## config.mk

```make
export PLATFORM = sky130hd
export DESIGN_NAME = cse_status_regs
export DESIGN_NICKNAME = d
export VERILOG_FILES = /design/src/hdl/cse_pkg.sv /design/src/hdl/cse_status_regs.sv
export VERILOG_INCLUDE_DIRS = /design/src /design/src/hdl
export SDC_FILE = /design/constraint.sdc
export NUM_CORES = 1
export LEC_CHECK = 0
export BUFFER_PORTS_ARGS = -buffer_cell sky130_fd_sc_hd__buf_2
export CORE_UTILIZATION = 40
export CTS_CLUSTER_SIZE = 16
export DETAILED_ROUTE_END_ITERATION = 6
export REMOVE_ABC_BUFFERS = 1
export SLEW_MARGIN = 30
export SYNTH_ARGS = -nofsm -noshare
export SYNTH_HDL_FRONTEND = slang
export SYNTH_SLANG_ARGS = --single-unit
```

## constraint.sdc

```tcl
create_clock -name clk_i -period 8.15 [get_ports clk_i]
set_input_delay 0.4075 -clock clk_i [delete_from_list [all_inputs] [get_ports clk_i]]
set_output_delay 0.4075 -clock clk_i [all_outputs]
set_load 0.03 [all_outputs]
```

## src/hdl/cse_map.svh

```systemverilog
// Offsets, field positions and reset values of the CAN status set
`ifndef CSE_MAP_SVH
`define CSE_MAP_SVH
`define CSE_ADR_GIT      8'h9b
`define CSE_ADR_TEC      8'h9c
`define CSE_ADR_REC      8'h9d
`define CSE_ADR_GSTA     8'haa
`define CSE_ADR_GIE      8'hc1
`define CSE_ADR_EN       8'hcf
`define CSE_GSTA_OVL     6
`define CSE_GSTA_TXA     4
`define CSE_GSTA_RXA     3
`define CSE_GSTA_ACT     2
`define CSE_GSTA_BUS_OFF_STATE    1
`define CSE_GSTA_EPAS    0
`define CSE_GIT_IRQ      7
`define CSE_GIT_TIM      5
`define CSE_GIT_BUF      4
`define CSE_GIE_RX       5
`define CSE_GIE_TX       4
`define CSE_GIE_OBJ      3
`define CSE_GIE_BUF      2
`define CSE_GIE_ERR      1
`define CSE_RST_BYTE     8'h00
`define CSE_RST_CNT      8'h00
`define CSE_EPAS_LIM     8'h7f
`define CSE_WAKE_CYC     2'h2
`define CSE_STUFF_MAX    3'h5
`define CSE_TIM_MAX      16'hffff
`define CSE_TIM_ZERO     16'h0000
`define CSE_CRC_POLY     15'h4599
`define CSE_CRC_INIT     15'h0000
`endif

```

## src/hdl/cse_pkg.sv

```systemverilog
// Types shared by the CAN status and error register set
package cse_pkg;
    // Frame activity reported by the protocol engine
    typedef struct packed {
        logic overload_tx; // Own overload frame on the bus
        logic frame_tx;    // Transmitter drives a frame
        logic ack_tx;      // Transmitter drives ack field
        logic ifs;         // Interframe spacing
        logic tx_pending;  // A frame waits to be sent
        logic frame_rx;    // Receiver acquires or monitors
    } cse_act_type;
    // Bit stream taps for the error checks
    typedef struct packed {
        logic raw_vld;     // Raw bus bit sampled
        logic raw_bit;     // Raw bus bit value
        logic stuff_zone;  // Stuffed part of the frame
        logic crc_vld;     // Destuffed bit, SOF to data
        logic crc_bit;     // Destuffed bit value
        logic crcf_vld;    // Bit of received CRC field
        logic crc_done;    // CRC field complete
        logic fixed_fld;   // Delimiter or end of frame bit
        logic ack_slot;    // Ack slot after own frame
    } cse_bits_type;
    // Enable sequencer, Gray along the usual path
    typedef enum logic [1:0] {
        CSE_OFF   = 2'b00,
        CSE_WAKE1 = 2'b01,
        CSE_WAKE2 = 2'b11,
        CSE_RUN   = 2'b10
    } cse_state_type;
endpackage

```

## src/hdl/cse_status_regs.sv

```systemverilog
// CAN global status, error flags, counters and irq mask registers
`timescale 1ns/100ps
`include "cse_map.svh"
// What this block does
// - Overload bit high while own overload sent
// - Tx busy bit during any transmitted frame
// - Tx busy also in spacing when pending
// - Rx busy bit while receiving or monitoring
// - Active bit shows real state, not request
// - Bit1 bus off, bit0 error passive
// - Status register is read only
// - Bit7 mirrors combined interrupt request
// - Timer wrap flag on ffff to 0000
// - Timer irq only when enabled, sw clears
// - Buffer flag set when full, sw clears
// - Stuff error on six equal bits
// - Rx CRC mismatch sets CRC error flag
// - Form error in delimiters or EOF
// - Ack error when ack slot recessive
// - Tx error count readable, resets zero
// - Rx error count readable, resets zero
// - Mask bits 5 rx, 4 tx
// - Mask bits 3 object, 2 buffer, 1 error
// - Object enable bits 3 to 0 read only
// - Object bit cleared only by control rewrite or soft reset
// - Two clocks to start after enable
// - Disable waits for frame end, then freeze
module cse_status_regs
    import cse_pkg::*;
(
    input  wire logic         clk_i,        // Controller clock
    input  wire logic         rst_i,        // Async reset, high
    input  wire logic         soft_rst_i,   // General reset pulse
    input  wire logic [7:0]   sfr_addr_i,   // Register address
    input  wire logic         sfr_wr_i,     // Write strobe
    input  wire logic         sfr_rd_i,     // Read strobe
    input  wire logic [7:0]   sfr_wdata_i,  // Write data
    output logic      [7:0]   sfr_rdata_o,  // Read data
    input  wire logic         run_ctl_i,    // Run control level
    input  wire cse_act_type  act_i,        // Frame activity
    input  wire cse_bits_type bits_i,       // Bit stream taps
    input  wire logic [7:0]   tec_i,        // Tx error counter
    input  wire logic [7:0]   rec_i,        // Rx error counter
    input  wire logic         bus_off_i,    // Fault state bus off
    input  wire logic [15:0]  can_timer_i,  // CAN timer value
    input  wire logic         tim_irq_on_i, // Timer wrap irq on
    input  wire logic         buf_full_i,   // Rx buffer full
    input  wire logic         rx_src_i,     // Rx irq source
    input  wire logic         tx_src_i,     // Tx irq source
    input  wire logic         obj_src_i,    // Object error source
    input  wire logic [3:0]   obj_wr_i,     // Object ctrl written
    input  wire logic [3:0]   obj_en_i,     // Written enable value
    output logic              irq_o,        // Combined irq request
    output logic              active_o,     // Engine running
    output logic [3:0]        obj_active_o  // Object enable bits
);

    logic [7:0]    tec_q;
    logic [7:0]    rec_q;
    logic          bus_off_state_q;
    logic          epas_q;
    logic          ovl_q;
    logic          txa_q;
    logic          rxa_q;
    logic          tim_q;
    logic          buf_q;
    logic          stf_q;
    logic          crc_q;
    logic          frm_q;
    logic          ack_q;
    logic [5:1]    gie_q;
    logic [3:0]    obj_q;
    logic          irq_q;
    logic [7:0]    rdata_q;
    logic [15:0]   tim_prev_q;
    logic          buf_prev_q;
    logic [2:0]    run_cnt_q;
    logic          run_bit_q;
    logic [14:0]   crc_calc_q;
    logic [14:0]   crc_rcv_q;
    cse_state_type st_q;
    logic          active_q;
    logic          irq_d;
    logic          wr_git;
    logic          idle;
    logic          tim_ev;
    logic          buf_ev;
    logic          stf_ev;
    logic          crc_ev;
    logic          frm_ev;
    logic          ack_ev;
    logic [14:0]   crc_next;

    // Register writes and frame idle
    assign wr_git = sfr_wr_i && (sfr_addr_i == `CSE_ADR_GIT);
    assign idle   = !(act_i.frame_tx || act_i.ack_tx || act_i.frame_rx
                      || act_i.overload_tx);

    // Busy and overload bits follow the engine, status is read only
    always_ff @(posedge clk_i or posedge rst_i) begin
        if (rst_i) begin
            ovl_q <= 1'b0;
            txa_q <= 1'b0;
            rxa_q <= 1'b0;
        end else if (soft_rst_i) begin
            ovl_q <= 1'b0;
            txa_q <= 1'b0;
            rxa_q <= 1'b0;
        end else begin
            ovl_q <= act_i.overload_tx;
            txa_q <= act_i.frame_tx || act_i.ack_tx
                     || act_i.overload_tx
                     || (act_i.ifs && act_i.tx_pending);
            rxa_q <= act_i.frame_rx;
        end
    end

    // Counters and fault confinement; no software write path
    always_ff @(posedge clk_i or posedge rst_i) begin
        if (rst_i) begin
            tec_q  <= `CSE_RST_CNT;
            rec_q  <= `CSE_RST_CNT;
            bus_off_state_q <= 1'b0;
            epas_q <= 1'b0;
        end else if (soft_rst_i) begin
            tec_q  <= `CSE_RST_CNT;
            rec_q  <= `CSE_RST_CNT;
            bus_off_state_q <= 1'b0;
            epas_q <= 1'b0;
        end else begin
            tec_q  <= tec_i;
            rec_q  <= rec_i;
            bus_off_state_q <= bus_off_i;
            epas_q <= !bus_off_i && ((tec_i > `CSE_EPAS_LIM)
                      || (rec_i > `CSE_EPAS_LIM));
        end
    end

    // Enable sequencer: start costs two clocks, stop waits for idle
    always_ff @(posedge clk_i or posedge rst_i) begin
        if (rst_i) begin
            st_q     <= CSE_OFF;
            active_q <= 1'b0;
        end else if (soft_rst_i) begin
            st_q     <= CSE_OFF;
            active_q <= 1'b0;
        end else begin
            active_q <= (st_q == CSE_WAKE2)
                        || (st_q == CSE_RUN && (run_ctl_i || !idle));
            case (st_q)
                CSE_OFF:   st_q <= run_ctl_i ? CSE_WAKE1 : CSE_OFF;
                CSE_WAKE1: st_q <= CSE_WAKE2;
                CSE_WAKE2: st_q <= CSE_RUN;
                CSE_RUN: begin
                    if (!run_ctl_i && idle) begin
                        st_q <= CSE_OFF;
                    end
                end
                default:   st_q <= CSE_OFF;
            endcase
        end
    end

    // Active flop loads the state being entered, so no extra lag
    assign active_o = active_q;

    // Stuff check: count equal raw bits inside stuffed fields
    always_ff @(posedge clk_i or posedge rst_i) begin
        if (rst_i) begin
            run_cnt_q <= 3'h0;
            run_bit_q <= 1'b1;
        end else if (!bits_i.stuff_zone) begin
            run_cnt_q <= 3'h0;
            run_bit_q <= 1'b1;
        end else if (bits_i.raw_vld) begin
            if (bits_i.raw_bit == run_bit_q &&
                run_cnt_q != 3'h0) begin
                run_cnt_q <= run_cnt_q + 3'h1;
            end else begin
                run_cnt_q <= 3'h1;
            end
            run_bit_q <= bits_i.raw_bit;
        end
    end
    // Sixth equal bit in a row is the violation
    assign stf_ev = bits_i.stuff_zone && bits_i.raw_vld
                    && bits_i.raw_bit == run_bit_q
                    && run_cnt_q == `CSE_STUFF_MAX;

    // CRC-15 over destuffed SOF..data, received field shifted aside
    assign crc_next = {crc_calc_q[13:0], 1'b0}
                      ^ ((bits_i.crc_bit ^ crc_calc_q[14])
                         ? `CSE_CRC_POLY : 15'h0000);
    always_ff @(posedge clk_i or posedge rst_i) begin
        if (rst_i) begin
            crc_calc_q <= `CSE_CRC_INIT;
            crc_rcv_q  <= `CSE_CRC_INIT;
        end else if (bits_i.crc_done) begin
            crc_calc_q <= `CSE_CRC_INIT;
            crc_rcv_q  <= `CSE_CRC_INIT;
        end else begin
            if (bits_i.crc_vld) begin
                crc_calc_q <= crc_next;
            end
            if (bits_i.crcf_vld) begin
                crc_rcv_q <= {crc_rcv_q[13:0], bits_i.crc_bit};
            end
        end
    end
    assign crc_ev = bits_i.crc_done
                    && (crc_calc_q != crc_rcv_q);

    // Fixed fields must be recessive, ack slot must see dominant
    assign frm_ev = bits_i.fixed_fld && bits_i.raw_vld
                    && !bits_i.raw_bit;
    assign ack_ev = bits_i.ack_slot && bits_i.raw_vld
                    && bits_i.raw_bit;

    // Timer wrap and buffer full edges
    assign tim_ev = (tim_prev_q == `CSE_TIM_MAX)
                    && (can_timer_i == `CSE_TIM_ZERO);
    assign buf_ev = buf_full_i && !buf_prev_q;
    always_ff @(posedge clk_i or posedge rst_i) begin
        if (rst_i) begin
            tim_prev_q <= `CSE_TIM_ZERO;
            buf_prev_q <= 1'b0;
        end else begin
            tim_prev_q <= can_timer_i;
            buf_prev_q <= buf_full_i;
        end
    end

    // Sticky flags: write 0 clears, write 1 keeps, an event wins
    always_ff @(posedge clk_i or posedge rst_i) begin
        if (rst_i) begin
            tim_q <= 1'b0;
            buf_q <= 1'b0;
            stf_q <= 1'b0;
            crc_q <= 1'b0;
            frm_q <= 1'b0;
            ack_q <= 1'b0;
        end else if (soft_rst_i) begin
            tim_q <= 1'b0;
            buf_q <= 1'b0;
            stf_q <= 1'b0;
            crc_q <= 1'b0;
            frm_q <= 1'b0;
            ack_q <= 1'b0;
        end else begin
            tim_q <= tim_ev || (tim_q && !(wr_git
                     && !sfr_wdata_i[`CSE_GIT_TIM]));
            buf_q <= buf_ev || (buf_q && !(wr_git
                     && !sfr_wdata_i[`CSE_GIT_BUF]));
            stf_q <= stf_ev || (stf_q && !(wr_git
                     && !sfr_wdata_i[3]));
            crc_q <= crc_ev || (crc_q && !(wr_git
                     && !sfr_wdata_i[2]));
            frm_q <= frm_ev || (frm_q && !(wr_git
                     && !sfr_wdata_i[1]));
            ack_q <= ack_ev || (ack_q && !(wr_git
                     && !sfr_wdata_i[0]));
        end
    end

    // Mask register, reserved bits 7, 6 and 0 not stored
    always_ff @(posedge clk_i or posedge rst_i) begin
        if (rst_i) begin
            gie_q <= 5'h00;
        end else if (soft_rst_i) begin
            gie_q <= 5'h00;
        end else if (sfr_wr_i && sfr_addr_i == `CSE_ADR_GIE) begin
            gie_q <= sfr_wdata_i[5:1];
        end
    end

    // Object bits change only through a control rewrite or a soft reset
    always_ff @(posedge clk_i or posedge rst_i) begin
        if (rst_i) begin
            obj_q <= 4'h0;
        end else if (soft_rst_i) begin
            obj_q <= 4'h0;
        end else begin
            obj_q <= (obj_q & ~obj_wr_i)
                     | (obj_en_i & obj_wr_i);
        end
    end
    assign obj_active_o = obj_q;

    // Combined request; status-only bits never enter it
    assign irq_d = (gie_q[`CSE_GIE_RX] && rx_src_i)
                || (gie_q[`CSE_GIE_TX] && tx_src_i)
                || (gie_q[`CSE_GIE_OBJ] && obj_src_i)
                || (gie_q[`CSE_GIE_BUF] && buf_q)
                || (gie_q[`CSE_GIE_ERR]
                    && (stf_q || crc_q || frm_q || ack_q))
                || (tim_irq_on_i && tim_q);
    always_ff @(posedge clk_i or posedge rst_i) begin
        if (rst_i) begin
            irq_q <= 1'b0;
        end else begin
            irq_q <= irq_d;
        end
    end
    assign irq_o = irq_q;

    // Read mux, registered; reserved and unmapped read zero
    always_ff @(posedge clk_i or posedge rst_i) begin
        if (rst_i) begin
            rdata_q <= `CSE_RST_BYTE;
        end else if (sfr_rd_i) begin
            case (sfr_addr_i)
                `CSE_ADR_GIT:  rdata_q <= {irq_q, 1'b0, tim_q, buf_q,
                                   stf_q, crc_q, frm_q, ack_q};
                `CSE_ADR_TEC:  rdata_q <= tec_q;
                `CSE_ADR_REC:  rdata_q <= rec_q;
                `CSE_ADR_GSTA: rdata_q <= {1'b0, ovl_q, 1'b0, txa_q,
                                   rxa_q, active_o, bus_off_state_q,
                                   epas_q};
                `CSE_ADR_GIE:  rdata_q <= {2'b00, gie_q, 1'b0};
                `CSE_ADR_EN:   rdata_q <= {4'h0, obj_q};
                default:       rdata_q <= `CSE_RST_BYTE;
            endcase
        end
    end
    assign sfr_rdata_o = rdata_q;
endmodule // cse_status_regs

```

==> impl_results.md <==
* Status: completed
* Avg Cell Area, Syn at 11.8 um^2
* Lkg Pwr at 0.00234 uW
* Crit-path most repeated cell: xnor2_1
* Die area at 0.0110 mm^2
* Min cycle time layout at 1600 ps
* Yosys top cell by area: dfrtp_1
* CP Max Fanout at 6
* ANT cells at 0
* CTS clk-pin slew, worst paths at 90 ps
* Worst hold path class: in2async
* Row count at 37
* CTS tree: built
* Vias in the first global route at 3038
* Clk Tree Root Cell: clkbuf_8
* Hpwl dp at 6.29 mm
* F_max at 0.627 GHz
* Ys async rst share at 1.00
* Setup-failing EPs final at 0
* Flops & latches, synth at 99
* Worst path depth at 4
* Slew @ Worst Pin at 818 ps
* R2r endpoint: crc_calc_q[8]
* CP Class: reg2reg
* DR iter-0 viols at 126
* Startpoint class of the critical path: register
* Die Span Y at 105 um
* RSZ-0062 raised after global routing: no
* Worst Skew at 9.79 ps
* CP arrival at 1810 ps
* Peak supply drop at 0.0000876 V
* # IOs at 97
* CP Capture Point: crc_calc_q[8]
* Mux cell area share after synthesis at 0.0990
* Post-route cell area at 0.00500 mm^2
* WP data required at 8370 ps
* CTS sink cnt at 99
* Largest family of logic cells by synthesized area: simple AND/OR/NAND/NOR gates
* Effective utilization at floorplan at 0.411
* Max_cap viols at 0
* Grt ovf at 0
* Routed Antenna Nets at 0
* Clock buffer depth at 2
* DR DRC count at 0
* Vias per inst at 5.12
* Synth Area in Adders at 0.00884
* Pre-Repair DR Iteration Count at 5
* Worst Path Buf+Inv at 0
* DR WL/cell at 14.9 um
* Synth top cells by count: 98 x dfrtp_1, 47 x nor2_1, 33 x mux2i_1, 22 x nor2b_1, 21 x xnor2_1
* Delay-heaviest family, CP: XOR/XNOR gates
* Hold_ws at 82.6 ps
* Seq/Total Area, Yosys at 0.584
* Compound-Gate Fraction of Synth Area at 0.0787
* Die width at 105 um
* Most common cell in the netlist: dfrtp_1
* Mapped Cells at 360
* CP endpoint kind: register
* R2r startpoint: crc_calc_q[14]
* Final hold vios at 0
* Total core area at 0.0103 mm^2
* NumNets Final at 538
* Via count at 3032
* Relative slew slack at 0.455
* Xor and xnor area share after synthesis at 0.0495
* Pwr Density at 182 mW/mm^2
* Synth cell types at 45
* Yosys Warn Count at 0
* Setup crit start: crc_calc_q[14]
* Global Route Usage Sum at 0.171
* Largest net degree at the start of global routing at 67
* R2r worst-path depth at 4
* TritonCTS Buffers at 9
* Post-cts sizing count at 0
* Crit-path slowest cell: xnor2_1
* Crit-path cells: xnor2_1 -> xnor2_1 -> mux2i_1 -> nor2_1
* Placed Area at 0.00483 mm^2
* Skew-Pair Late Insertion Delay at 350 ps
* Post-CTS Setup Bufs at 0
* Layout cells sized above 1 at 0.281
* Dominant synthesized flop cell: dfrtp_1
* Hold Buf Count CTS at 0
* Area delta synth->final at 17.7%
* Simple-gate portion of the synthesized area at 0.159
* First-pass GRT wire length at 14.8 mm
* Synth top area cells: dfrtp_1 58%, mux2i_1 7.8%, xnor2_1 4.3%
* Synth top area share at 0.577
* Initial antenna violation count at 0
* Slew Limit Fails at 0
* Final WL at 8.83 mm
* R2r setup slk at 6550 ps
* Fin crit share at 0.196
* H-Tree Depth at 3
* RD Place Congestion at 0.802
* Mapped cell area at 0.00425 mm^2
* Buffers on Ports at 94
* Setup TNS at 0 ps
* Max incr delay on CP at 660 ps
* Post-synth EDFFs at 0
[worst min-delay path by stage]
stage / from / endpoint / slack, ps / depth (start not counted)
4_1_cts: rst_i / tim_prev_q[14] / 80 / 2
3_3_place_gp: st_q[1] / st_q[0] / 440 / 1
3_5_place_dp: st_q[1] / st_q[0] / 460 / 1
2_1_floorplan: st_q[1] / st_q[0] / 420 / 1
5_1_grt: rst_i / tim_prev_q[14] / 110 / 2
6_report: rst_i / crc_rcv_q[5] / 80 / 2
[layout make-up]
class / instances / area (um^2)
clock buffers: 9 / 124
well taps: 136 / 170
flip-flops and latches: 99 / 2480
repair buffers: 95 / 478
clock inverters: 6 / 42.5
multi-input cells: 240 / 1680
inverters: 7 / 27.5
fillers: 983 / 5330
[layout by cell type, fill, tap and decap left out, drive strengths merged, types with 2 or more instances in the layout]
master,synthesis,routed
nor2b,22,22
buf,6,95
nor4,7,7
nand2,15,15
mux2i,33,33
nand2b,2,2
a22oi,7,7
nand4,8,8
nand4bb,2,2
a31oi,5,5
a222oi,7,7
inv,7,7
ha,3,3
clkbuf,8,9
clkinvlp,0,2
dfrtp,98,98
o21ai,8,8
a21oi,14,14
xnor2,21,21
nor3,5,5
clkinv,0,4
nand3,8,8
nor2,47,47
or4,2,2
mux2,8,8
xor2,3,3
[state kept, by name (all words and copies together), names as in the netlist, 2 cells and up]
signal / flops
rec_q: 8
obj_active_o: 4
st_q: 2
run_cnt_q: 3
gie_q: 5
tec_q: 8
crc_rcv_q: 15
crc_calc_q: 15
tim_prev_q: 16
sfr_rdata_o: 8
[per-stage QoR]
step	power [uW]	instances	worst slack, ps	util
global route	956	592	6380	0.484
finish	911	592	6550	0.484
detailed placement	646	577	6260	0.468
CTS	926	592	6480	0.484
floorplan	593	346	5150	-
global placement	644	577	6240	0.468
[power by group]
part / total [uW] / leakage [uW] / internal (uW) / switching, uW
sequential: 527 / 0.00129 / 513 / 13.5
combinational: 108 / 0.000969 / 46.5 / 61.5
clock: 276 / 0.0000815 / 110 / 166
total: 911 / 0.00234 / 670 / 241
[layer usage]
metal | up-vias | track usage | part of all wire
li1 | 1450 | - | -
met5 | - | 0 | 0
met2 | 80 | 0.270 | 0.47
met3 | 9 | 0.0331 | 0.049
met1 | 1493 | 0.237 | 0.47
met4 | 0 | 0.0543 | 0.010
[kinds of logic (layout without fill, tap and decap cells)]
logic type                 Yosys count  in the layout
and+or+nand+nor                    123            123
DFF                                 99             99
AOI/OAI and AO/OA                   49             49
muxes                               41             41
xor gates and xnor gates            24             24
buffers and inverters               21            117
adders and majority gates            3              3
[worst register-to-register path, cell delays in order, from the launching register on]
cell     delay [ps]
dfrtp_1         430
xnor2_1         660
xnor2_1         150
mux2i_1         170
nor2_1           50
No activity file was read; power rests on OpenSTA's default activity.
